## config.mk

```make
export PLATFORM = sky130hd
export DESIGN_NAME = nes_ctrl
export DESIGN_NICKNAME = d
export VERILOG_FILES = /design/src/hw/nes_pkg.sv /design/src/hw/nes_ctrl.sv
export VERILOG_INCLUDE_DIRS = /design/src /design/src/hw
export SDC_FILE = /design/constraint.sdc
export NUM_CORES = 1
export LEC_CHECK = 0
export BUFFER_PORTS_ARGS = -buffer_cell sky130_fd_sc_hd__buf_2
export CAP_MARGIN = 10
export CORE_ASPECT_RATIO = 2
export CORE_MARGIN = 2
export CORE_UTILIZATION = 51
export DETAILED_ROUTE_END_ITERATION = 16
export GPL_TIMING_DRIVEN = 0
export HOLD_SLACK_MARGIN = 0.08
export PLACE_DENSITY_LB_ADDON = 0.05
export SYNTH_ARGS = -nofsm -noshare
export SYNTH_HDL_FRONTEND = slang
export SYNTH_SLANG_ARGS = --single-unit
```

## constraint.sdc

```tcl
create_clock -name sys_clk -period 2.2 [get_ports sys_clk]
set_input_delay 0.11 -clock sys_clk [delete_from_list [all_inputs] [get_ports sys_clk]]
set_output_delay 0.11 -clock sys_clk [all_outputs]
set_load 0.03 [all_outputs]
```

## src/hw/nes_defines.svh

```systemverilog
// Constants of the NAND erase, status, identification and reset controller.
`ifndef NES_DEFINES_SVH
`define NES_DEFINES_SVH

// Flash command codes.
`define NES_CMD_READ1 8'h00
`define NES_CMD_ERASE 8'h60
`define NES_CMD_CONFIRM 8'hd0
`define NES_CMD_STATUS 8'h70
`define NES_CMD_ID 8'h90
`define NES_CMD_RESET 8'hff
`define NES_ID_ADDR 8'h00

// Operations that software orders.
`define NES_OP_NONE 3'h0
`define NES_OP_ERASE 3'h1
`define NES_OP_STATUS 3'h2
`define NES_OP_ID 3'h3
`define NES_OP_RESET 3'h4
`define NES_OP_READ1 3'h5

// Kinds of one sequencer step.
`define NES_K_DONE 3'h0
`define NES_K_CMD 3'h1
`define NES_K_ADDR 3'h2
`define NES_K_READ 3'h3
`define NES_K_WAIT 3'h4

// Register byte addresses.
`define NES_REG_CMD 4'h0
`define NES_REG_CFG 4'h4
`define NES_REG_STAT 4'h8
`define NES_REG_DATA 4'hc

// Field positions.
`define NES_CFG_WP_BIT 16
`define NES_BLK_W 13
`define NES_PAGE_BITS 5'h00
`define NES_ST_FAIL 0
`define NES_ST_READY 6
`define NES_ST_UNPROT 7
`define NES_STATUS_RESET 8'hc0

// Timing.
`define NES_CLK_NS 4
`define NES_TPULSE_NS 28
`define NES_TWB_NS 100
`define NES_PULSE_CYC ((`NES_TPULSE_NS + `NES_CLK_NS - 1) / `NES_CLK_NS)
`define NES_TWB_CYC ((`NES_TWB_NS + `NES_CLK_NS - 1) / `NES_CLK_NS)
`define NES_SYNC_CYC 2
`define NES_READ_CYC (`NES_PULSE_CYC + `NES_SYNC_CYC)

`endif

```

## src/hw/nes_pkg.sv

```systemverilog
// Types of the NAND erase, status, identification and reset controller.
`include "nes_defines.svh"

package nes_pkg;

    typedef enum logic [6:0] {
        NES_IDLE = 7'h01,
        NES_SEQ = 7'h02,
        NES_WLO = 7'h04,
        NES_WHI = 7'h08,
        NES_RLO = 7'h10,
        NES_RHI = 7'h20,
        NES_WAIT = 7'h40
    } nes_state_t;

    typedef struct packed {
        nes_state_t st;
        logic [2:0] op;
        logic [3:0] step;
        logic [7:0] cnt;
        logic ce_n;
        logic cle;
        logic ale;
        logic we_n;
        logic read_strobe_bar;
        logic [7:0] io_out;
        logic io_oe;
        logic wp_n;
        logic [`NES_BLK_W-1:0] blk;
        logic [7:0] status;
        logic [7:0] id0;
        logic [7:0] id1;
        logic [31:0] rdata;
        logic rb1;
        logic rb2;
        logic [7:0] io1;
        logic [7:0] io2;
    } nes_regs_t;

endpackage

```

## src/hw/nes_ctrl.sv

```systemverilog
// Host controller that drives a NAND flash through erase, status, ID, reset.
`timescale 1ns/1ps
`include "nes_defines.svh"

module nes_ctrl (
    input wire logic sys_clk,
    input wire logic nrst,
    input wire logic [3:0] addr,
    input wire logic [31:0] wdata,
    input wire logic wr,
    input wire logic rd,
    output logic [31:0] rdata,
    output logic ce_n,
    output logic cle,
    output logic ale,
    output logic we_n,
    output logic read_strobe_bar,
    output logic wp_n,
    input wire logic [7:0] io_in,
    output logic [7:0] io_out,
    output logic io_oe,
    input wire logic ready_busy_n
);
    import nes_pkg::*;

    nes_regs_t r;
    nes_regs_t next_r;

    // ==========================================================
    // Step table
    // Returns kind and byte of step s of operation o.
    function automatic logic [10:0] step_of(input logic [2:0] o,
        input logic [3:0] s, input logic [17:0] row);
        logic [10:0] v;
        v = {`NES_K_DONE, 8'h00};
        case ({o, s})
            {`NES_OP_ERASE, 4'h0}: v = {`NES_K_CMD, `NES_CMD_ERASE};
            {`NES_OP_ERASE, 4'h1}: v = {`NES_K_ADDR, row[7:0]};
            {`NES_OP_ERASE, 4'h2}: v = {`NES_K_ADDR, row[15:8]};
            {`NES_OP_ERASE, 4'h3}: v = {`NES_K_ADDR, {6'h00, row[17:16]}};
            {`NES_OP_ERASE, 4'h4}: v = {`NES_K_CMD, `NES_CMD_CONFIRM};
            {`NES_OP_ERASE, 4'h5}: v = {`NES_K_WAIT, 8'h00};
            {`NES_OP_ERASE, 4'h6}: v = {`NES_K_CMD, `NES_CMD_STATUS};
            {`NES_OP_ERASE, 4'h7}: v = {`NES_K_READ, 8'h00};
            {`NES_OP_STATUS, 4'h0}: v = {`NES_K_CMD, `NES_CMD_STATUS};
            {`NES_OP_STATUS, 4'h1}: v = {`NES_K_READ, 8'h00};
            {`NES_OP_ID, 4'h0}: v = {`NES_K_CMD, `NES_CMD_ID};
            {`NES_OP_ID, 4'h1}: v = {`NES_K_ADDR, `NES_ID_ADDR};
            {`NES_OP_ID, 4'h2}: v = {`NES_K_READ, 8'h00};
            {`NES_OP_ID, 4'h3}: v = {`NES_K_READ, 8'h00};
            // reset then wait on busy line
            {`NES_OP_RESET, 4'h0}: v = {`NES_K_CMD, `NES_CMD_RESET};
            {`NES_OP_RESET, 4'h1}: v = {`NES_K_WAIT, 8'h00};
            // back to main-area read with four addresses
            {`NES_OP_READ1, 4'h0}: v = {`NES_K_CMD, `NES_CMD_READ1};
            {`NES_OP_READ1, 4'h1}: v = {`NES_K_ADDR, 8'h00};
            {`NES_OP_READ1, 4'h2}: v = {`NES_K_ADDR, row[7:0]};
            {`NES_OP_READ1, 4'h3}: v = {`NES_K_ADDR, row[15:8]};
            {`NES_OP_READ1, 4'h4}: v = {`NES_K_ADDR, {6'h00, row[17:16]}};
            {`NES_OP_READ1, 4'h5}: v = {`NES_K_WAIT, 8'h00};
            default: v = {`NES_K_DONE, 8'h00};
        endcase
        return v;
    endfunction

    // ==========================================================
    // Sequencer and register port
    logic [10:0] cur;
    logic [2:0] wop;
    logic busy;
    always_comb begin
        next_r = r;
        // page bits of the row held low
        cur = step_of(r.op, r.step, {r.blk, `NES_PAGE_BITS});
        wop = wdata[2:0];
        busy = (r.st != NES_IDLE);
        next_r.rb1 = ready_busy_n;
        next_r.rb2 = r.rb1;
        next_r.io1 = io_in;
        next_r.io2 = r.io1;
        next_r.rdata = 32'h0000_0000;
        if (rd) begin
            case (addr)
                `NES_REG_CFG: next_r.rdata = {15'h0000, ~r.wp_n, 3'h0, r.blk};
                `NES_REG_STAT: next_r.rdata = {29'h0, r.rb2, r.wp_n, busy};
                `NES_REG_DATA: next_r.rdata = {8'h00, r.id1, r.id0, r.status};
                default: next_r.rdata = 32'h0000_0000;
            endcase
        end
        if (wr && addr == `NES_REG_CFG && !busy) begin
            next_r.wp_n = ~wdata[`NES_CFG_WP_BIT];
            next_r.blk = wdata[`NES_BLK_W-1:0];
        end
        case (r.st)
            NES_IDLE: begin
                if (wr && addr == `NES_REG_CMD && wop != `NES_OP_NONE
                    && wop <= `NES_OP_READ1) begin
                    next_r.op = wop;
                    next_r.step = 4'h0;
                    next_r.ce_n = 1'b0;
                    next_r.st = NES_SEQ;
                end
            end
            NES_SEQ: begin
                case (cur[10:8])
                    `NES_K_CMD, `NES_K_ADDR: begin
                        next_r.cle = (cur[10:8] == `NES_K_CMD);
                        next_r.ale = (cur[10:8] == `NES_K_ADDR);
                        next_r.io_out = cur[7:0];
                        next_r.io_oe = 1'b1;
                        next_r.we_n = 1'b0;
                        next_r.cnt = 8'(`NES_PULSE_CYC - 1);
                        next_r.st = NES_WLO;
                    end
                    `NES_K_READ: begin
                        next_r.read_strobe_bar = 1'b0;
                        next_r.cnt = 8'(`NES_READ_CYC - 1);
                        next_r.st = NES_RLO;
                    end
                    `NES_K_WAIT: begin
                        next_r.cnt = 8'(`NES_TWB_CYC - 1);
                        next_r.st = NES_WAIT;
                    end
                    default: begin
                        next_r.ce_n = 1'b1;
                        next_r.st = NES_IDLE;
                    end
                endcase
            end
            NES_WLO: begin
                next_r.cnt = r.cnt - 8'h01;
                // rising write strobe latches the byte
                if (r.cnt == 8'h00) begin
                    next_r.we_n = 1'b1;
                    next_r.cnt = 8'(`NES_PULSE_CYC - 1);
                    next_r.st = NES_WHI;
                end
            end
            NES_WHI: begin
                next_r.cnt = r.cnt - 8'h01;
                if (r.cnt == 8'h00) begin
                    next_r.cle = 1'b0;
                    next_r.ale = 1'b0;
                    next_r.io_oe = 1'b0;
                    next_r.step = r.step + 4'h1;
                    next_r.st = NES_SEQ;
                end
            end
            NES_RLO: begin
                next_r.cnt = r.cnt - 8'h01;
                if (r.cnt == 8'h00) begin
                    if (r.op == `NES_OP_ID && r.step == 4'h2) begin
                        next_r.id0 = r.io2;
                    end else if (r.op == `NES_OP_ID) begin
                        next_r.id1 = r.io2;
                    end else begin
                        next_r.status = r.io2;
                    end
                    next_r.read_strobe_bar = 1'b1;
                    next_r.cnt = 8'(`NES_PULSE_CYC - 1);
                    next_r.st = NES_RHI;
                end
            end
            NES_RHI: begin
                next_r.cnt = r.cnt - 8'h01;
                if (r.cnt == 8'h00) begin
                    next_r.step = r.step + 4'h1;
                    next_r.st = NES_SEQ;
                end
            end
            NES_WAIT: begin
                if (r.cnt != 8'h00) begin
                    next_r.cnt = r.cnt - 8'h01;
                // wait for the busy line to release
                end else if (r.rb2) begin
                    // status after reset is ready, with the unprotected bit taken from wp_n
                    if (r.op == `NES_OP_RESET) begin
                        next_r.status = {r.wp_n, 1'b1, 6'h00};
                    end
                    next_r.step = r.step + 4'h1;
                    next_r.st = NES_SEQ;
                end
                // reset aborts a busy erase or read
                // no second reset while one runs
                if (wr && addr == `NES_REG_CMD && wop == `NES_OP_RESET
                    && r.op != `NES_OP_RESET) begin
                    next_r.op = `NES_OP_RESET;
                    next_r.step = 4'h0;
                    next_r.st = NES_SEQ;
                end
            end
            default: next_r.st = NES_IDLE;
        endcase
    end

    always_ff @(posedge sys_clk) begin
        if (!nrst) begin
            r <= '0;
            r.st <= NES_IDLE;
            r.ce_n <= 1'b1;
            r.we_n <= 1'b1;
            r.read_strobe_bar <= 1'b1;
            r.wp_n <= 1'b1;
            r.status <= `NES_STATUS_RESET;
        end else begin
            r <= next_r;
        end
    end
    assign rdata = r.rdata;
    assign ce_n = r.ce_n;
    assign cle = r.cle;
    assign ale = r.ale;
    assign we_n = r.we_n;
    assign read_strobe_bar = r.read_strobe_bar;
    assign wp_n = r.wp_n;
    assign io_out = r.io_out;
    assign io_oe = r.io_oe;
endmodule

```

==> flow_metrics.py <==
metrics = {
    "run_status": {
        "status": "complete, but fails checks",
        "failed_checks": "negative setup slack",
    },
    "worst_setup_path": {
        "critPathLaunchType": "flop",
        "crit_chain": "inv_4 > ha_4 > a21oi_2 > and4b_4 > or3_4 > o311ai_4 > nand3_4 > o211ai_1 > o31ai_2",
        "worst-path-buf-inv": 1,
        "critical_path_class": "flop to flop",
        "crit_arrival_ns": 2.70,
        "worstPathRequired_ns": 2.47,
        "r2r_setup_slack_ns": -0.23,
        "crit_fanout": 8,
        "critPathSlowestCell": "dfxtp_4",
        "critPathCaptureType": "flop",
        "max_stage_delay_ns": 0.40,
        "crit_family": "compound AO/OA/AOI/OAI gates",
    },
    "global_routing": {
        "grt_util_all_layers_pct": 29.03,
        "grt_overflow": 0,
        "grt_pass1_vias": 5094,
        "met3_usage_pct": 6.115,
        "grt_antenna_before_repair": 0,
        "top_usage_layer": "met2",
        "grt_max_degree": 17,
        "grt_pass1_wl_um": 25740,
        "met2_usage_pct": 55.83,
        "grt_util_met1_pct": 28.11,
    },
    "cts": {
        "cts_max_path_buffers": 2,
        "cts_tree": "built",
        "numCtsBuffers": 17,
        "clk_pin_slew_ns": 0.06,
        "cts.sinks": 116,
        "h-tree-depth": 4,
        "cts-root-buf": "clkbuf_16",
        "clock_latency_ns": 0.42,
    },
    "floorplanning": {
        "coreArea_um2": 10480,
        "pin_count": 96,
        "row_count": 53,
        "die_h_um": 150.6,
        "die_w_um": 77.29,
        "start_util_pct": 52.29,
        "die_area_um2": 11640,
    },
    "placed_design": {
        "place_area_um2": 6046,
        "io_buffers": 68,
        "gp_congestion": 0.9153,
        "post-dp-hpwl_um": 11930,
        "pre_cts_slack_ns": -0.7391,
    },
    "yosys": {
        "synth-seq-cells": 116,
        "async_flop_share_pct": 0,
        "synth_area_um2": 5479,
        "syn_avg_cell_area_um2": 8.938,
        "synth_ff_type": "dfxtp_1",
        "seq_area_frac_synth_pct": 42.38,
        "ys.warnings.count": 0,
        "synth-edff-count": 0,
        "synth_cell_types": 71,
        "netlist_instances": 613,
    },
    "route": {
        "post_drt_wl_per_cell_um": 18.54,
        "drt_wl_total_um": 16740,
        "drtAntennaViolNets": 0,
        "drtIter0Drc": 376,
        "via_count": 5140,
        "drc": 0,
        "avgViaCountPerCell": 5.692,
        "dr.pass1.iters": 7,
    },
    "pwr": {
        "vdd_drop_max_v": 0.0007618,
        "leakage_uw": 0.003118,
        "power_uw": 5457,
        "power.density_nw_per_um2": 722.5,
    },
    "min_path": {
        "hp-class": "primary input to flop",
    },
    "final_layout": {
        "seqCellArea_um2": 2331,
        "utilization_pct": 72.08,
        "drive_above_1_share_pct": 34.20,
        "antenna_cells": 0,
        "nNetsFinal": 807,
        "syn_to_final_growth_pct": 37.84,
        "fillers": 841,
        "finalInstanceArea_um2": 7552,
        "multi_input_area_um2": 3109,
    },
    "timing": {
        "hold_slack_ns": 0.1084,
        "relSlewSlack_pct": 47.13,
        "drv_slew": 0,
        "fin_skew_ns": 0.007052,
        "rsz0062_at_grt": "true",
        "timing.final.hold_violations": 0,
        "setup_viol": 22,
        "worst_slack_ns": -0.2299,
        "tightest_slew_ns": 0.7858,
        "min_period_over_period_pct": 110.4,
        "min_period_ns": 2.430,
        "fmax_ghz": 0.4115,
    },
    "job": {
        "maxCapViolCount": 0,
    },
}
path summary, 6_finish.rpt:
check | startpoint | to | depth (start not counted)
worst min register to register | next_r[2]$_SDFF_PN0_ | r[2]$_SDFF_PN0_ | 1
worst min-delay path | addr[3] | rdata[1]$_SDFF_PN0_ | 3
worst max register to register | r[110]$_SDFFE_PN0P_ | r[104]$_SDFFE_PN0P_ | 9
worst max-delay path | r[110]$_SDFFE_PN0P_ | r[104]$_SDFFE_PN0P_ | 9
state kept, by name, summed over array words and instances (netlist names):
| register | count |
|---|---|
| ale | 1 |
| ce_n | 1 |
| cle | 1 |
| io_oe | 1 |
| io_out | 8 |
| next_r | 9 |
| r | 68 |
| rdata | 24 |
| read_strobe_bar | 1 |
| we_n | 1 |
| wp_n | 1 |
worst min-delay path, delay by kind of cell:
family | cells | cell delay [ns]
buf+inv | 1 | 0.16
simple gates | 1 | 0.12
compound gates | 1 | 0.09
cell usage after synthesis (3+ instances only):
library cell	n	share of area [%]
dfxtp_1	116	42
nor2_1	81	5.5
buf_4	43	5.9
nand2_1	42	2.9
and2_1	36	4.1
mux2i_1	31	5.7
a21oi_1	30	2.7
clkbuf_1	22	1.5
o21ai_0	20	1.8
a22oi_1	15	2.1
nand3_1	11	1.0
o2111ai_1	11	1.8
inv_1	10	0.69
o211ai_1	9	1.2
a211oi_1	8	1.1
nor3_1	8	0.73
nand4_1	7	0.80
nor4_1	7	0.80
buf_2	6	0.55
nor2b_1	6	0.69
nor3b_1	6	0.82
ha_1	5	1.1
xor2_1	5	0.80
a221oi_1	4	0.64
a31oi_1	4	0.46
a21o_1	3	0.41
nand3b_1	3	0.41
o211a_1	3	0.55
o21ai_1	3	0.27
o31ai_1	3	0.41
xnor2_1	3	0.48
through the flow:
stage               setup TNS [ns]  std cells
global route                -5.076        903
floorplan                  -0.1836        620
finish                      -2.008        903
detailed placement          -27.22        825
CTS                         -1.953        896
global placement            -24.75        825
per-layer routing:
metal | up-vias | share of wire [%]
li1 | 2423 | -
met1 | 2431 | 35
met2 | 222 | 55
met3 | 64 | 4.5
met4 | 0 | 5.0
met5 | - | 0
power by group:
group	internal, uW	switching, uW	total, uW
sequential	2140	52.5	2200
combinational	236	308	544
clock	1610	1110	2720
total	3990	1470	5460
repair_timing:
action                                  CTS  global route
pin swaps                                26            17
setup buffers                            17             9
endpoints found under the hold margin    26             0
hold buffers                             23             0
resized for setup                        65            38
endpoints found under the setup margin   64            63
gates cloned                              1             0
layout make-up:
class	instances	area share, %
Clock inverter	15	2.121
Timing Repair Buffer	118	11.10
Multi-Input combinational cell	421	41.17
Inverter	10	0.5633
Buffer	69	6.279
Sequential cell	116	30.86
Clock buffer	17	5.633
Tap cell	137	2.270
cells in the final DEF, fill, tap and decap left out, types with 7 or more instances in the layout:
cell,n
nor2_1,73
nand2_1,41
dlygate4sd3_1,23
clkbuf_16,17
mux2i_1,28
dfxtp_1,113
buf_4,64
inv_1,8
conb_1,8
a21oi_1,25
o21ai_0,17
and2_1,36
a22oi_1,15
o211ai_1,9
nand4_1,7
o2111ai_1,11
clkbuf_1,16
buf_2,70
logic make-up after synthesis:
logic type | Yosys count | share of synthesized area (%)
flip-flops | 116 | 42.38
AND/OR/NAND/NOR | 233 | 22.31
other | 1 | 0.06844
multiplexers | 32 | 5.869
buffers and inverters | 83 | 9.043
AO/OA/AOI/OAI | 135 | 17.90
adder cells (fa/ha/maj) | 5 | 1.142
XOR/XNOR | 8 | 1.279
(Power assumes the default switching activity.)
